### src/verilog/uart_pkg.sv
// Constants, register map and carrier types of the enhanced serial port.
// Assumes a 10 MHz core clock and an APB master with 32-bit data.
`default_nettype none
package uart_pkg;
  localparam logic [7:0] OFF_CTRL = 8'h00;
  localparam logic [7:0] OFF_DATA = 8'h04;
  localparam logic [7:0] OFF_STAT = 8'h08;
  localparam logic [7:0] OFF_MASK = 8'h0C;
  localparam logic [7:0] OFF_ADDR = 8'h10;
  localparam int CTRL_RX_DONE = 0;
  localparam int CTRL_TX_DONE = 1;
  localparam int CTRL_RB8 = 2;
  localparam int CTRL_TB8 = 3;
  localparam int CTRL_REN = 4;
  localparam int CTRL_MPE = 5;
  localparam int CTRL_MODE = 6;
  localparam int CTRL_DBL = 8;
  localparam int ST_RX = 0;
  localparam int ST_TX = 1;
  localparam int ST_OVR = 2;
  localparam int ST_FERR = 3;
  localparam int N_EV = 4;
  localparam int CLK_HZ = 10_000_000;
  localparam int SYNC_DIV = 12;
  localparam logic [3:0] SYNC_HIGH_AT = 4'(SYNC_DIV / 2);
  localparam logic [3:0] SYNC_BIT_LAST = 4'(SYNC_DIV - 1);
  localparam logic [3:0] OS_LAST = 4'hF;
  localparam logic [3:0] SAMPLE_AT = 4'h7;
  localparam logic [3:0] BITS_8 = 4'hA;
  localparam logic [3:0] BITS_9 = 4'hB;
  localparam logic [3:0] SYNC_BITS = 4'h8;
  localparam logic [3:0] MASK_RESET = 4'h0;
  localparam logic [15:0] ADDR_RESET = 16'h0000;
  typedef enum logic [1:0] {
    MODE_SYNC = 2'h0, MODE_ASYNC8 = 2'h1, MODE_FIXED9 = 2'h2, MODE_VAR9 = 2'h3
  } mode_t;
  typedef struct packed {
    logic double_speed;
    mode_t mode;
    logic multiproc_enable;
    logic rx_enable_bit;
    logic tx_ninth_bit;
  } cfg_t;
  localparam cfg_t CFG_RESET = '{1'b0, MODE_SYNC, 1'b0, 1'b0, 1'b0};
  typedef enum logic [3:0] {
    LNK_IDLE = 4'h1, LNK_ASYNC = 4'h2, LNK_SYNC_OUT = 4'h4, LNK_SYNC_IN = 4'h8
  } link_state_t;
  typedef enum logic [1:0] {RX_IDLE = 2'h1, RX_BUSY = 2'h2} rx_state_t;
endpackage
`default_nettype wire

### src/verilog/enhanced_uart_core.sv
// Enhanced serial port: four modes, holding register, APB registers.
// Assumes baud_tick_i is a one-cycle timer overflow pulse on clk_i.
`timescale 1ns/1ps
`default_nettype none
// Summary of operation
// Full-duplex async or half-duplex sync style chosen by control register mode bits.
// Received bytes go to a holding register so reception continues.
// Overrun bit sets when a new byte loads before the previous was read.
// One data address: write loads and starts transmitter, read returns holding register.
// Transmit-done flag at control bit 1 set when a byte finishes sending.
// Receive-done flag at control bit 0 set when a byte is received.
// Flags are cleared only by software, never by interrupt entry.
// One interrupt request while an enabled flag is set; polling also works.
// Hardware detects framing errors and recognises its own multiprocessor address.
// Modes: sync 8-bit at clock/12, async 8-bit timer, two async 9-bit.
// Sync mode: LSB first on input pin, clock on output pin, receive waits.
// Async load only if receive flag clear and multiprocessor condition holds.
// Fixed 9-bit mode runs at clock/64, or clock/32 with double speed.
// Reset clears both flags and overrun and idles the output line high.
module enhanced_uart_core (
  input wire logic clk_i,
  input wire logic rst_n_i,
  input wire logic psel_i,
  input wire logic penable_i,
  input wire logic pwrite_i,
  input wire logic [7:0] paddr_i,
  input wire logic [31:0] pwdata_i,
  output logic [31:0] prdata_o,
  output logic pready_o,
  output logic pslverr_o,
  input wire logic baud_tick_i,
  input wire logic serial_in_pin_i,
  output logic serial_in_pin_o,
  output logic serial_in_pin_oe_o,
  output logic serial_out_pin_o,
  output logic irq_o
);
  uart_pkg::cfg_t cfg, next_cfg;
  logic [uart_pkg::N_EV-1:0] flags, next_flags, mask, next_mask, ev, clr;
  logic [15:0] addr, next_addr;
  logic [7:0] rx_hold, next_rx_hold, rx_new;
  logic rx_ninth, next_rx_ninth, rx9_new, rx_unread, next_rx_unread;
  logic [31:0] next_prdata, rd_word;
  logic next_pready, next_pslverr, next_irq, hit;
  logic wr, rd, data_wr, load;
  logic tdiv, next_tdiv, half, next_half, base, os_tick;
  logic [2:0] sync;
  logic rxf, next_rxf, rxf_d;
  uart_pkg::link_state_t lst, next_lst;
  logic [10:0] lsh, next_lsh;
  logic [3:0] lcnt, next_lcnt, ltk, next_ltk, nbits;
  logic next_out, next_oe, tx_ev, sync_rx_ev;
  uart_pkg::rx_state_t rst_q, next_rst;
  logic [9:0] rsh, next_rsh;
  logic [3:0] rcnt, next_rcnt, rtk, next_rtk;
  logic async_done, ferr_ev, match, ok;
  logic [7:0] a_data;
  logic a_ninth;

  assign wr = psel_i && penable_i && pready_o && pwrite_i;
  assign rd = psel_i && penable_i && pready_o && !pwrite_i;
  assign data_wr = wr && (paddr_i == uart_pkg::OFF_DATA);
  assign nbits = (cfg.mode == uart_pkg::MODE_ASYNC8) ? uart_pkg::BITS_8
                                                     : uart_pkg::BITS_9;

  // Oversample tick: 16 per bit time
  always_comb begin
    next_tdiv = (cfg.mode == uart_pkg::MODE_FIXED9) ? !tdiv : 1'b0;
    base = (cfg.mode == uart_pkg::MODE_FIXED9) ? tdiv : baud_tick_i;
    next_half = half ^ base;
    os_tick = base && (cfg.double_speed || half);
    next_rxf = (sync[1] == sync[2]) ? sync[2] : rxf;
  end

  always_ff @(posedge clk_i or negedge rst_n_i) begin
    if (!rst_n_i) begin
      tdiv <= 1'b0;
      half <= 1'b0;
      sync <= 3'h7;
      rxf <= 1'b1;
      rxf_d <= 1'b1;
    end else begin
      tdiv <= next_tdiv;
      half <= next_half;
      sync <= {sync[1:0], serial_in_pin_i};
      rxf <= next_rxf;
      rxf_d <= rxf;
    end
  end

  // Link engine: async transmit and both sync directions
  always_comb begin
    next_lst = lst;
    next_lsh = lsh;
    next_lcnt = lcnt;
    next_ltk = ltk;
    tx_ev = 1'b0;
    sync_rx_ev = 1'b0;
    case (lst)
      uart_pkg::LNK_IDLE: begin
        next_ltk = 4'h0;
        next_lcnt = 4'h0;
        if (data_wr && cfg.mode == uart_pkg::MODE_SYNC) begin
          next_lst = uart_pkg::LNK_SYNC_OUT;
          next_lsh = {3'h7, pwdata_i[7:0]};
        end else if (data_wr) begin
          next_lst = uart_pkg::LNK_ASYNC;
          next_lsh = (cfg.mode == uart_pkg::MODE_ASYNC8) ? {2'h3, pwdata_i[7:0], 1'b0}
                     : {1'b1, cfg.tx_ninth_bit, pwdata_i[7:0], 1'b0};
        end else if (cfg.mode == uart_pkg::MODE_SYNC && cfg.rx_enable_bit
                     && !flags[uart_pkg::ST_RX]) begin
          next_lst = uart_pkg::LNK_SYNC_IN;
          next_lsh = 11'h7FF;
        end
      end
      uart_pkg::LNK_ASYNC: begin
        if (os_tick) begin
          next_ltk = ltk + 4'h1;
          if (ltk == uart_pkg::OS_LAST) begin
            next_lsh = {1'b1, lsh[10:1]};
            next_lcnt = lcnt + 4'h1;
            tx_ev = (next_lcnt == nbits - 4'h1);
            if (next_lcnt == nbits) begin
              next_lst = uart_pkg::LNK_IDLE;
            end
          end
        end
      end
      uart_pkg::LNK_SYNC_OUT, uart_pkg::LNK_SYNC_IN: begin
        next_ltk = (ltk == uart_pkg::SYNC_BIT_LAST) ? 4'h0 : ltk + 4'h1;
        if (ltk == uart_pkg::SYNC_BIT_LAST) begin
          next_lsh = (lst == uart_pkg::LNK_SYNC_IN) ? {3'h7, rxf, lsh[7:1]}
                                                    : {1'b1, lsh[10:1]};
          next_lcnt = lcnt + 4'h1;
          if (next_lcnt == uart_pkg::SYNC_BITS) begin
            next_lst = uart_pkg::LNK_IDLE;
            tx_ev = (lst == uart_pkg::LNK_SYNC_OUT);
            sync_rx_ev = (lst == uart_pkg::LNK_SYNC_IN);
          end
        end
      end
      default: next_lst = uart_pkg::LNK_IDLE;
    endcase
    if (next_lst == uart_pkg::LNK_ASYNC) begin
      next_out = next_lsh[0];
    end else if (next_lst == uart_pkg::LNK_IDLE) begin
      next_out = 1'b1;
    end else begin
      next_out = (next_ltk >= uart_pkg::SYNC_HIGH_AT);
    end
    next_oe = (next_lst == uart_pkg::LNK_SYNC_OUT) && !next_lsh[0];
  end

  always_ff @(posedge clk_i or negedge rst_n_i) begin
    if (!rst_n_i) begin
      lst <= uart_pkg::LNK_IDLE;
      lsh <= 11'h7FF;
      lcnt <= 4'h0;
      ltk <= 4'h0;
      serial_out_pin_o <= 1'b1;
      serial_in_pin_oe_o <= 1'b0;
    end else begin
      lst <= next_lst;
      lsh <= next_lsh;
      lcnt <= next_lcnt;
      ltk <= next_ltk;
      serial_out_pin_o <= next_out;
      serial_in_pin_oe_o <= next_oe;
    end
  end

  // Async receiver, 16x oversampled, sampled mid-bit
  always_comb begin
    next_rst = rst_q;
    next_rsh = rsh;
    next_rcnt = rcnt;
    next_rtk = rtk;
    async_done = 1'b0;
    case (rst_q)
      uart_pkg::RX_IDLE: begin
        next_rtk = 4'h0;
        next_rcnt = 4'h0;
        if (cfg.mode != uart_pkg::MODE_SYNC && cfg.rx_enable_bit && rxf_d && !rxf) begin
          next_rst = uart_pkg::RX_BUSY;
        end
      end
      uart_pkg::RX_BUSY: begin
        if (os_tick) begin
          next_rtk = rtk + 4'h1;
          if (rtk == uart_pkg::SAMPLE_AT) begin
            next_rcnt = rcnt + 4'h1;
            if (rcnt == 4'h0 && rxf) begin
              next_rst = uart_pkg::RX_IDLE;
            end else if (next_rcnt == nbits) begin
              next_rst = uart_pkg::RX_IDLE;
              async_done = 1'b1;
            end else begin
              next_rsh = {rxf, rsh[9:1]};
            end
          end
        end
      end
      default: next_rst = uart_pkg::RX_IDLE;
    endcase
    if (cfg.mode == uart_pkg::MODE_ASYNC8) begin
      a_data = rsh[9:2];
      a_ninth = rxf;
    end else begin
      a_data = rsh[8:1];
      a_ninth = rsh[9];
    end
    match = ((a_data ^ addr[7:0]) & addr[15:8]) == 8'h00;
    if (cfg.mode == uart_pkg::MODE_ASYNC8) begin
      ok = !cfg.multiproc_enable || rxf;
    end else begin
      ok = !cfg.multiproc_enable || (a_ninth && match);
    end
    ferr_ev = async_done && !rxf;
    load = sync_rx_ev || (async_done && ok && !flags[uart_pkg::ST_RX]);
    rx_new = sync_rx_ev ? {rxf, lsh[7:1]} : a_data;
    rx9_new = sync_rx_ev ? rx_ninth : a_ninth;
  end

  always_ff @(posedge clk_i or negedge rst_n_i) begin
    if (!rst_n_i) begin
      rst_q <= uart_pkg::RX_IDLE;
      rsh <= 10'h000;
      rcnt <= 4'h0;
      rtk <= 4'h0;
    end else begin
      rst_q <= next_rst;
      rsh <= next_rsh;
      rcnt <= next_rcnt;
      rtk <= next_rtk;
    end
  end

  // Register file, event flags and interrupt
  always_comb begin
    hit = 1'b1;
    case (paddr_i)
      uart_pkg::OFF_CTRL: rd_word = {23'h00_0000, cfg.double_speed, cfg.mode,
                                     cfg.multiproc_enable, cfg.rx_enable_bit,
                                     cfg.tx_ninth_bit, rx_ninth,
                                     flags[uart_pkg::ST_TX], flags[uart_pkg::ST_RX]};
      uart_pkg::OFF_DATA: rd_word = {24'h00_0000, rx_hold};
      uart_pkg::OFF_STAT: rd_word = {28'h000_0000, flags};
      uart_pkg::OFF_MASK: rd_word = {28'h000_0000, mask};
      uart_pkg::OFF_ADDR: rd_word = {16'h0000, addr};
      default: begin
        rd_word = 32'h0000_0000;
        hit = 1'b0;
      end
    endcase
    next_pready = psel_i && !penable_i;
    next_prdata = (psel_i && !penable_i && !pwrite_i) ? rd_word : prdata_o;
    next_pslverr = psel_i && !penable_i && !hit;
    next_cfg = cfg;
    next_mask = mask;
    next_addr = addr;
    clr = '0;
    if (wr && paddr_i == uart_pkg::OFF_CTRL) begin
      next_cfg = {pwdata_i[uart_pkg::CTRL_DBL], pwdata_i[uart_pkg::CTRL_MODE +: 2],
                  pwdata_i[uart_pkg::CTRL_MPE], pwdata_i[uart_pkg::CTRL_REN],
                  pwdata_i[uart_pkg::CTRL_TB8]};
      clr[uart_pkg::ST_RX] = !pwdata_i[uart_pkg::CTRL_RX_DONE];
      clr[uart_pkg::ST_TX] = !pwdata_i[uart_pkg::CTRL_TX_DONE];
    end
    if (wr && paddr_i == uart_pkg::OFF_STAT) begin
      clr = clr | pwdata_i[uart_pkg::N_EV-1:0];
    end
    if (wr && paddr_i == uart_pkg::OFF_MASK) begin
      next_mask = pwdata_i[uart_pkg::N_EV-1:0];
    end
    if (wr && paddr_i == uart_pkg::OFF_ADDR) begin
      next_addr = pwdata_i[15:0];
    end
    ev = '0;
    ev[uart_pkg::ST_RX] = load;
    ev[uart_pkg::ST_TX] = tx_ev;
    ev[uart_pkg::ST_OVR] = load && rx_unread;
    ev[uart_pkg::ST_FERR] = ferr_ev;
    next_flags = (flags & ~clr) | ev;
    next_rx_hold = load ? rx_new : rx_hold;
    next_rx_ninth = load ? rx9_new : rx_ninth;
    next_rx_unread = load || (rx_unread && !(rd && paddr_i == uart_pkg::OFF_DATA));
    next_irq = |(next_flags & next_mask);
  end

  always_ff @(posedge clk_i or negedge rst_n_i) begin
    if (!rst_n_i) begin
      cfg <= uart_pkg::CFG_RESET;
      flags <= '0;
      mask <= uart_pkg::MASK_RESET;
      addr <= uart_pkg::ADDR_RESET;
      rx_hold <= 8'h00;
      rx_ninth <= 1'b0;
      rx_unread <= 1'b0;
      prdata_o <= 32'h0000_0000;
      pready_o <= 1'b0;
      pslverr_o <= 1'b0;
      irq_o <= 1'b0;
      serial_in_pin_o <= 1'b0;
    end else begin
      cfg <= next_cfg;
      flags <= next_flags;
      mask <= next_mask;
      addr <= next_addr;
      rx_hold <= next_rx_hold;
      rx_ninth <= next_rx_ninth;
      rx_unread <= next_rx_unread;
      prdata_o <= next_prdata;
      pready_o <= next_pready;
      pslverr_o <= next_pslverr;
      irq_o <= next_irq;
      serial_in_pin_o <= 1'b0;
    end
  end
endmodule // enhanced_uart_core
`default_nettype wire

### config.mk
export PLATFORM = sky130hd
export DESIGN_NAME = enhanced_uart_core
export DESIGN_NICKNAME = d
export VERILOG_FILES = /design/src/verilog/uart_pkg.sv /design/src/verilog/enhanced_uart_core.sv
export SDC_FILE = /design/constraint.sdc
export NUM_CORES = 1
export LEC_CHECK = 0
export BUFFER_PORTS_ARGS = -buffer_cell sky130_fd_sc_hd__clkbuf_2
export CAP_MARGIN = 20
export CORE_ASPECT_RATIO = 0.75
export CORE_MARGIN = 3
export CORE_UTILIZATION = 50
export DETAILED_ROUTE_END_ITERATION = 10
export PLACE_DENSITY = 0.68
export RECOVER_POWER = 100
export SLEW_MARGIN = 10
export SYNTH_ARGS = -nofsm -noshare
export SYNTH_HDL_FRONTEND = slang
export SYNTH_SLANG_ARGS = --single-unit
### constraint.sdc
create_clock -name clk_i -period 3 [get_ports clk_i]
set_input_delay 0.6 -clock clk_i [delete_from_list [all_inputs] [get_ports clk_i]]
set_output_delay 0.6 -clock clk_i [all_outputs]
set_load 0.05 [all_outputs]
# == Yosys cells after proc, flatten, opt, wreduce, memory -nomap -nowiden ==
# Cells that the tools add are included.
# op_classes
reduce_logical,61
n_eq_ne,31
add_sub_neg,5
n_bitwise,11
magnitude_cmp,1
mux,63
# op_table
op,n
16-bit one-hot mux with 5 select lines,1
4-bit 2-to-1 mux,18
11-bit 2-to-1 mux,6
4-bit one-hot mux with 3 select lines,3
11-bit one-hot mux with 3 select lines,1
1-bit logical AND,28
1-bit 2-to-1 mux,20
10-bit 2-to-1 mux,2
"4-bit by 1-bit adder with 4-bit output, second input constant",4
"4-bit equality test, second input constant",4
"8-bit by 4-bit equality test with 1-bit output, second input constant",2
8-bit zero test,2
8-bit 2-to-1 mux,2
4-bit one-hot mux with 2 select lines,2
"4-bit by 3-bit equality test with 1-bit output, second input constant",3
4-bit equality test,3
2-bit 2-to-1 mux,6
"2-bit inequality test, second input constant",6
1-bit zero test,11
5-bit AND reduction,2
4-bit AND,2
8-bit AND,1
"4-bit by 1-bit equality test with 1-bit output, second input constant",2
"4-bit by 2-bit equality test with 1-bit output, second input constant",2
28 further kinds,39
# word_totals
elab_cells,203
inputBits,47
output_inout_bits,38
regBits,127

# == Longest topological paths before layout ==
# Gate-level depths: netlist (run 1).
# logic_depth
word_depth,15
mapped_depth,9
depth_no_buf,9

# == Least setup slack after synthesis (run 1) ==
# OpenSTA, ideal clock, no wires.
# synth_path
kind,in2reg
startpoint,input paddr_i[4]
endpoint,register irq_o
slack_ns,0.447
arrival_ns,2.427
stages,8
n_path_buf,1
path_cell_list,buf_2 > or3_1 > nor4_2 > a21boi_0 > or2_2 > o31a_1 > o41a_1 > a221o_1
# synth_between
word_cells_on_any_way,15
# synth_rtl
element,line,rtl
from (decl),enhanced_uart_core.sv:26,"input wire logic [7:0] paddr_i,"
8-bit by 4-bit equality test with 1-bit output,enhanced_uart_core.sv:269,if (wr && paddr_i == uart_pkg::OFF_STAT) begin
1-bit logical AND,enhanced_uart_core.sv:269,
4-bit 2-to-1 mux,enhanced_uart_core.sv:269,
4-bit inverter,enhanced_uart_core.sv:283,next_flags = (flags & ~clr) | ev;
4-bit AND,enhanced_uart_core.sv:283,
4-bit bitwise OR,enhanced_uart_core.sv:283,
net next_flags (one bit),enhanced_uart_core.sv:39,"logic [uart_pkg::N_EV-1:0] flags, next_flags, mask, next_mask, ev, clr;"
4-bit AND,enhanced_uart_core.sv:287,next_irq = |(next_flags & next_mask);
4-bit OR reduction,enhanced_uart_core.sv:287,
net next_irq,enhanced_uart_core.sv:44,"logic next_pready, next_pslverr, next_irq, hit;"
to (signal assigned),enhanced_uart_core.sv:315,irq_o <= next_irq;
to (decl),enhanced_uart_core.sv:36,output logic irq_o
# The timed path passes the listed nets, and every way through them passes these cells.
# A chain may end at the register's enable or synchronous reset.

# == Worst setup path in the final report (run 1) ==
# layout_path
startpoint,register rtk[0]
endpoint,register rx_ninth
# layout_between
elab_chain_cells,8
# layout_rtl
element,line,rtl
from (decl),enhanced_uart_core.sv:55,"logic [3:0] rcnt, next_rcnt, rtk, next_rtk;"
from (signal assigned),enhanced_uart_core.sv:234,rtk <= next_rtk;
4-bit by 3-bit equality test with 1-bit output,enhanced_uart_core.sv:190,if (rtk == uart_pkg::SAMPLE_AT) begin
1-bit 2-to-1 mux,enhanced_uart_core.sv:190,
1-bit 2-to-1 mux,enhanced_uart_core.sv:188,if (os_tick) begin
1-bit 2-to-1 mux,enhanced_uart_core.sv:179,case (rst_q)
1-bit logical AND (2 in a row),enhanced_uart_core.sv:219,load = sync_rx_ev || (async_done && ok && !flags[uart_pkg::ST_RX]);
1-bit logical OR,enhanced_uart_core.sv:219,
2-bit AND reduction (no source line),--,
to (signal assigned),enhanced_uart_core.sv:310,rx_ninth <= next_rx_ninth;
to (decl),enhanced_uart_core.sv:42,"logic rx_ninth, next_rx_ninth, rx9_new, rx_unread, next_rx_unread;"
# No other way between the ends.

==> reports/results.txt, run 1 <==
Critical Path RT: 3.24 ns
Num ports: 85
Cell with the largest stage delay on the worst path: or4_4
Vias per inst: 6.116
Syn Area/Cell: 10.21 um2
Register area share after synthesis: 0.4777
Clock slew at reported path FFs: 0.07 ns
Setup TNS: 0 ns
Yosys warns: 0
Worst setup margin: 0.2051 ns
Max VDD drop: 0.3186 mV
Vias in the first global route: 4443
Routability cong.: 0.9276
Switching part of the total: 0.2813
Synth Flop Type: dfrtp_1
Max FO, Critical Path: 11
Comb pwr share: 0.129
TritonCTS clock tree: done
Die area: 12970 um2
Final setup viols: 0
Final Critical Period: 2.795 ns
Final Slew Violations: 0
Fin nets: 682
Total of max-cap violations: 0
Critical path launch point: rtk[0]
Pint: 0.002372 W
Core area: 11150 um2
Period utilisation layout: 0.9316
Root Driver: clkbuf_16
Resize count post-CTS: 0
Status: completed
Reg2reg start: rtk[0]
WL/cell: 18.59 um
Initial Util: 0.5213
Clk network pwr share: 0.366
Drt drc: 0
Startpoint of the worst hold path: serial_in_pin_i
CP peak stage delay: 0.57 ns
CTS Buf Count: 9
Sequential share of power: 0.504
Lkg Pwr: 2.957 nW
Max_slew headroom: 0.1810
Cells after synthesis: 569
Total number of vias: 4734
Final-report hold violation count: 0
Post-synthesis instance area: 5812 um2
WS Path Type: flop to flop
Uppermost layer routed: met4
Rows: 33
Post-synthesis cell type count: 65
CTS Sinks: 110
Post-synth EDFFs: 0
Largest net degree at the start of global routing: 49
Clk Latency, worst-skew pair: 0.35 ns
Ant. Diodes: 0
Max Fclk: 357.8 MHz
Die W: 130.5 um
Leading cell types in the layout, fill and taps excluded: dfrtp_1, nand2_1, mux2_2, nand3_1, nor2_1
WL met2: 6296 um
Psw: 0.0009287 W
Metal-1 WL: 6759 um
CTS max path bufs: 2
DRT Pass-1 Iters: 5
Yosys reg bits: 110
DRT Wirelength: 14390 um
Htree depth: 3
Worst setup SP type: flop
Crit path cell chain: ha_1, nand2_1, or3_1, or4_4, or3_4, nor2_4, nand2_2, mux2_4
Worst Clk Skew: 0.007938 ns
Hold-fix buffer count after cts: 0
Asr flop ratio synth: 1.000
Pwr dens: 511.2 nW/um2
GRT Resource Usage Total: 0.2264
Crit path arrival time: 3.03 ns
Die Span Y: 99.37 um
Iteration-0 DRC Markers: 407
Met3 wire length: 1094 um
Core Util, Final: 0.5792
Hpwl dp: 10760 um
Slew @ Worst Pin: 1.228 ns
Post-route ant nets: 0
Initial antenna violation count: 0
Area grow syn2layout: 11.11%
Layout cell share with drive strength beyond 1: 0.2019
RSZ-0062 raised after global routing: no
Commonest non-fill, non-tap cell in the layout: dfrtp_1
Wire length of the first global-routing pass: 23000 um
Hold WC Path Type: primary input to flop
PortBufs: 51
Place WS: 0.2273 ns
Total grt overflow: 0
CP Capture Type: flop
Setup Buffers After CTS: 0
## area by class of cell
type                    count  area (um2)
clock buffers               9       225.2
repair buffers             71       350.3
inverters                  10       37.54
flip-flops and latches    110        2776
fillers                   994        4691
multi-input cells         427        2821
clock inverters             7       71.32
well taps                 140       175.2
## synth_stat cells, types with 8 or more instances
cell type / number / area (um2)
o211ai_1: 15 / 112.6
nand2_1: 80 / 300.3
dfstp_2: 19 / 499.2
a21oi_1: 14 / 70.07
mux2_2: 44 / 495.5
a221o_1: 8 / 80.08
nand3_1: 33 / 165.2
xor2_1: 8 / 70.07
inv_1: 9 / 33.78
nor2_1: 32 / 120.1
o21ai_0: 29 / 145.1
nor3_1: 9 / 45.04
buf_4: 19 / 142.6
clkbuf_1: 15 / 56.30
a31oi_1: 8 / 50.05
a22o_1: 13 / 113.9
mux2i_1: 9 / 90.09
dfrtp_1: 91 / 2277
nand2b_1: 11 / 68.82
## final timing paths
kind                               endpoint  slack (ns)  cells after the start
worst min register to register      sync[1]        0.35                      0
min in group asynchronous       prdata_o[1]        0.50                      1
worst max register to register     rx_ninth        0.21                      8
worst min-delay path                sync[0]        0.33                      1
worst max-delay path               rx_ninth        0.21                      8
max in group asynchronous             irq_o        0.83                      2
## state kept, by name (all words and copies together) (netlist names), 3 cells and up
signal,cells
rx_hold,8
lcnt,4
rcnt,4
rtk,4
lsh,11
lst,4
sync,3
addr,16
mask,4
prdata_o,16
ltk,4
flags,4
rsh,9
cfg,6
## critical path: cells and delay by family, from the launching register on
kind,cells,cell delay (ns)
DFF,1,0.41
adders and majority gates,1,0.21
muxes,1,0.31
and+or+nand+nor,6,1.74
## power groups by stage
| stage | clock network (W) | logic [W] | registers (W) |
|---|---|---|---|
| 3_5_place_dp | 0 | 0.000434 | 0.00169 |
| 4_1_cts | 0.00123 | 0.000436 | 0.00166 |
| 2_1_floorplan | 0 | 0.000303 | 0.00168 |
| 3_3_place_gp | 0 | 0.000420 | 0.00168 |
| 5_1_grt | 0.00129 | 0.000475 | 0.00168 |
| 6_report | 0.00121 | 0.000427 | 0.00166 |
## kinds of logic after synthesis
logic type	share of synthesized area
AO/OA/AOI/OAI	0.1501
XOR/XNOR	0.01808
adder cells (fa/ha/maj)	0.01464
buffers and inverters	0.04413
flip-flops	0.4777
multiplexers	0.1135
other	0.0006452
AND/OR/NAND/NOR	0.1813
## metrics by stage
stage          cell area, um2  std cells  hold slack (ns)  total power (W)
6_report                 6457        774           0.3257         0.003301
5_1_grt                  6457        774           0.3099         0.003440
4_1_cts                  6545        774           0.2950         0.003327
3_5_place_dp             6248        758           0.3495         0.002125
3_3_place_gp             6248        758           0.3484         0.002104
2_1_floorplan            5872        585           0.3044         0.001980
## routing by layer
layer | vias to the layer above | global-route usage
met5 | - | 0
met3 | 23 | 0.04670
li1 | 2172 | -
met2 | 199 | 0.3195
met1 | 2340 | 0.3467
met4 | 0 | 0.07589
No activity file was read; power rests on OpenSTA's default activity.
==> run 2, diff against run 1 <==
Settings changed: CELL_PAD_IN_SITES_DETAIL_PLACEMENT set to 1, CELL_PAD_IN_SITES_GLOBAL_PLACEMENT set to 1, CORE_UTILIZATION 50 to 45, PLACE_DENSITY 0.68 to 0.77.
==> run 2 against run 1 <==
Register-to-register slack lost 0.02 ns. Flip-flop and latch count is the same. Highest routed layer unchanged. Clock power grew 8%. Total power grew 3.5%. Clock-buffer cell count is the same. Largest power group unchanged. Sequential power is essentially flat. Non-clock buffer count grew 1. Core utilization shrank 5.4 points. Global-route usage grew 1.3 points.
==> reports/results.txt, run 2 (same netlist as run 1, synthesis figures left out) <==
Worst setup SP type: flop
Status: completed
Drt drc: 0
CP peak stage delay: 0.48 ns
PortBufs: 51
Largest registers: addr x16, prdata_o x16, lsh x11
Resize count post-CTS: 0
Final Total Pwr: 0.003415 W
Die area: 14330 um2
Root Driver: clkbuf_16
Setup Buffers After CTS: 0
Largest net degree at the start of global routing: 68
Post-route ant nets: 0
DRT Wirelength: 16770 um
Initial Util: 0.4673
Fillers: 1431
Die Span Y: 104.4 um
Clock slew at reported path FFs: 0.07 ns
TritonCTS clock tree: done
WL/cell: 20.94 um
Grt met1 use: 0.3630
Cell with the largest stage delay on the worst path: a2111o_1
WS Path Type: flop to flop
Area grow syn2layout: 12.49%
Worst Clk Skew: 0.007651 ns
Crit-path leading delay family: compound AO/OA/AOI/OAI gates
GRT Resource Usage Total: 0.2398
Vias in the first global route: 4932
Lkg Pwr: 2.963 nW
Design area: 6538 um2
Crit path cell chain: nor2b_1, buf_4, mux2_1, xor2_1, a2111o_1, o21a_1, o211ai_1, nand3_1
Clk Latency, worst-skew pair: 0.35 ns
Grt met3 use: 0.04449
DRT Pass-1 Iters: 5
RSZ-0062 raised after global routing: no
CP bufs+invs: 1
Num ports: 85
CP Capture Type: flop
Hpwl dp: 12570 um
Iteration-0 DRC Markers: 444
Max Fclk: 355.1 MHz
Leading cell types in the layout, fill and taps excluded: dfrtp_1, nand2_1, mux2_2, nand3_1, nor2_1
Setup TNS: 0 ns
CTS Sinks: 110
Commonest non-fill, non-tap cell in the layout: dfrtp_1
CTS max path bufs: 2
Fin nets: 683
Total number of vias: 4818
Place WS: 0.1938 ns
Routability cong.: 0.9266
Final Critical Period: 2.816 ns
Ant. Diodes: 0
Hold WC Path Type: primary input to flop
Met2 global-route usage: 0.3579
Core area: 12440 um2
Pwr dens: 522.4 nW/um2
Final setup viols: 0
Htree depth: 3
Hold-fix buffer count after cts: 0
Cell Area, Placed: 6289 um2
Core Util, Final: 0.5257
CTS Buf Count: 9
Initial antenna violation count: 0
Vias per inst: 6.015
Total of max-cap violations: 0
Crit path arrival time: 3.04 ns
Final Slew Violations: 0
Final-report hold violation count: 0
Worst setup margin: 0.1836 ns
Critical Path RT: 3.22 ns
Max FO, Critical Path: 10
Busiest grt layer: met1
Max VDD drop: 0.3275 mV
Rows: 35
Wire length of the first global-routing pass: 27050 um
Slew @ Worst Pin: 1.160 ns
Layout cell share with drive strength beyond 1: 0.2031
Total grt overflow: 0
Period utilisation layout: 0.9388
Die W: 137.2 um
Max_slew headroom: 0.2269
## run 2: layout make-up
class	instances	area (um2)	share of cell area
Clock inverter	7	98.84	0.01512
Timing Repair Buffer	72	356.6	0.05455
Tap cell	166	207.7	0.03177
Sequential cell	110	2776	0.4247
Multi-Input combinational cell	427	2835	0.4337
Inverter	10	37.54	0.005742
Clock buffer	9	225.2	0.03445
## run 2: path summary, 6_finish.rpt
check	from	to	slack [ns]	depth (start not counted)
min in group asynchronous	rst_n_i	pready_o	0.45	1
max in group asynchronous	rst_n_i	rcnt[0]	0.90	2
setup reg to reg	cfg[3]	rx_hold[1]	0.18	8
setup / recovery	cfg[3]	rx_hold[1]	0.18	8
hold reg to reg	sync[0]	sync[1]	0.36	0
hold / removal	serial_in_pin_i	sync[0]	0.33	1
## run 2: report_power, final
group          leakage [nW]  total (W)  switching [W]  internal [W]
sequential             1.38    0.00167      0.0000928       0.00158
clock                 0.156    0.00131       0.000570      0.000736
combinational          1.42   0.000439       0.000296      0.000143
## run 2: stage by stage
stage	std cells	hold slack, ns
after global routing	801	0.3215
after CTS	801	0.2749
after global placement	785	0.3453
after detailed placement	785	0.3481
final	801	0.3272
after floorplan	585	0.3044
## run 2: per-layer routing
metal  part of all wire  routed length, um  vias to the layer above
met3              0.051                863                       23
met2               0.46               7678                      163
met4              0.015                246                        0
met5                  0                  0                        -
li1                   -                  -                     2165
met1               0.48               7984                     2467
==> run 3, diff against run 2 <==
Settings changed: ABC_AREA set to 1, CORE_UTILIZATION 45 to 42, PLACE_DENSITY 0.77 to not set, PLACE_DENSITY_LB_ADDON set to 0.08.
==> run 3 against run 2 <==
Synthesized area decreased by 1.4%. Global-route usage decreased by 0.90 points. Via count increased by 3.9%. Combinational power rose by 60%. Critical path depth grew 5. Sequential power rose by 8%. Sequential share of layout area rose by 1.1 points. Non-clock buffer count decreased by 12. Maximum frequency is 5.9% higher. Die area increased by 5.3%. Critical path type unchanged. Highest routed layer unchanged.
==> reports/results.txt, run 3 <==
PortBufs: 51
Total grt overflow: 0
DRT Pass-1 Iters: 4
Synth top cells by count: nand2_1, dfrtp_1, inv_1
Max VDD drop: 0.3773 mV
Total number of vias: 5006
Die area: 15090 um2
Max FO, Critical Path: 12
Most frequent cell after synthesis: nand2_1
Met2 global-route usage: 0.3576
Resize count post-CTS: 0
Final setup viols: 0
Max Fclk: 376.2 MHz
Vias in the first global route: 5134
Crit path cell chain: inv_1, nor2_1, buf_4, nand2_1, nand2_1, nor2_1, nand3_1, nand3b_2, nor2_1, nand2_1, nor2_4, nand2_1, o211ai_1
CTS max path bufs: 2
Post-synth EDFFs: 0
Cell with the largest stage delay on the worst path: dfrtp_1
Yosys reg bits: 110
Commonest non-fill, non-tap cell in the layout: nand2_1
Die Span Y: 107.1 um
Leading cell types in the layout, fill and taps excluded: nand2_1, dfrtp_1, inv_1, nand3_1, o21ai_0
CP bufs+invs: 2
Setup Buffers After CTS: 0
Cells after synthesis: 708
Post-synthesis cell type count: 51
Hold WC Path Type: primary input to flop
Status: completed
Asr flop ratio synth: 1.000
Drt drc: 0
Largest net degree at the start of global routing: 48
Register area share after synthesis: 0.4846
Syn Area/Cell: 8.092 um2
Final-report hold violation count: 0
Layout cell share with drive strength beyond 1: 0.1332
Post-route ant nets: 0
Ant. Diodes: 0
Setup TNS: 0 ns
WS Path Type: flop to flop
Initial Util: 0.4356
Clk Latency, worst-skew pair: 0.35 ns
Die W: 140.9 um
Crit-path leading delay family: simple AND/OR/NAND/NOR gates
Iteration-0 DRC Markers: 292
Synth Flop Type: dfrtp_1
Htree depth: 3
Post-synthesis instance area: 5729 um2
Wire length of the first global-routing pass: 27310 um
CP Capture Type: flop
Total of max-cap violations: 0
WL/cell: 17.78 um
CP dominant cell by count: nand2_1
CTS Buf Count: 9
CTS Sinks: 110
Num ports: 85
Rows: 36
Vias per inst: 5.303
Largest registers: addr x16, prdata_o x16, lsh x11
Busiest grt layer: met2
Final Critical Period: 2.658 ns
Hpwl dp: 13040 um
Final Total Pwr: 0.003734 W
Worst Clk Skew: 0.006476 ns
GRT Resource Usage Total: 0.2308
Lkg Pwr: 3.131 nW
Worst setup SP type: flop
Ranking of synthesized cells by area: dfrtp_1, nand2_1, dfstp_2
Core area: 13150 um2
Slew @ Worst Pin: 1.294 ns
Core Util, Final: 0.4845
Crit path arrival time: 2.92 ns
Synth top area share: 0.3975
Routability cong.: 0.8813
Clock slew at reported path FFs: 0.07 ns
Period utilisation layout: 0.8861
Area grow syn2layout: 11.23%
RSZ-0062 raised after global routing: no
Grt met3 use: 0.04592
Hold-fix buffer count after cts: 0
TritonCTS clock tree: done
Fin nets: 821
Max_slew headroom: 0.1373
DRT Wirelength: 16780 um
Critical Path RT: 3.26 ns
Largest area contributor in the netlist: dfrtp_1
Root Driver: clkbuf_16
CP peak stage delay: 0.57 ns
Pwr dens: 585.9 nW/um2
Grt met1 use: 0.3375
Yosys warns: 0
Final Slew Violations: 0
Initial antenna violation count: 0
## run 3: cells by family after synthesis
logic type	after synthesis	synth area share
compound gates	123	0.1280
xor+xnor	7	0.01070
fa+ha+maj	7	0.01485
buf+inv	128	0.09740
flops	110	0.4846
mux	6	0.01179
other cells	1	0.0006545
simple gates	326	0.2520
## run 3: final timing paths
check,start,endpoint,slack (ns),cells past startpoint
hold reg to reg,sync[0],sync[1],0.36,0
min in group asynchronous,rst_n_i,rcnt[2],0.47,1
hold / removal,serial_in_pin_i,sync[0],0.32,1
max in group asynchronous,rst_n_i,addr[12],0.78,2
setup / recovery,cfg[3],rx_hold[1],0.34,13
setup reg to reg,cfg[3],rx_hold[1],0.34,13
## run 3: final cells by class
| cell class | instances | area (um2) |
|---|---|---|
| Tap cell | 171 | 214.0 |
| Clock inverter | 4 | 45.04 |
| Inverter | 101 | 379.1 |
| Fill cell | 1670 | 6780 |
| Timing Repair Buffer | 60 | 282.8 |
| Clock buffer | 12 | 256.5 |
| Sequential cell | 110 | 2776 |
| Multi-Input combinational cell | 486 | 2419 |
## run 3: through the flow
| step | hold WS [ns] | instances | worst slack [ns] | cell area (um2) |
|---|---|---|---|---|
| floorplan | 0.3044 | 724 | 0.9794 | 5789 |
| global placement | 0.3457 | 928 | 0.4282 | 6168 |
| detailed placement | 0.3490 | 928 | 0.3859 | 6168 |
| CTS | 0.2749 | 944 | 0.4613 | 6470 |
| global route | 0.3088 | 944 | 0.1686 | 6372 |
| finish | 0.3225 | 944 | 0.3416 | 6372 |
## run 3: report_power, final
group,internal [W],switching [W]
registers,0.00166,0.000152
logic,0.000226,0.000476
clock network,0.000690,0.000535
## run 3: layer usage
| metal | part of all wire | wire length (um) |
|---|---|---|
| met5 | 0 | 0 |
| met4 | 0.0088 | 147 |
| met3 | 0.049 | 822 |
| met2 | 0.45 | 7593 |
| met1 | 0.49 | 8217 |
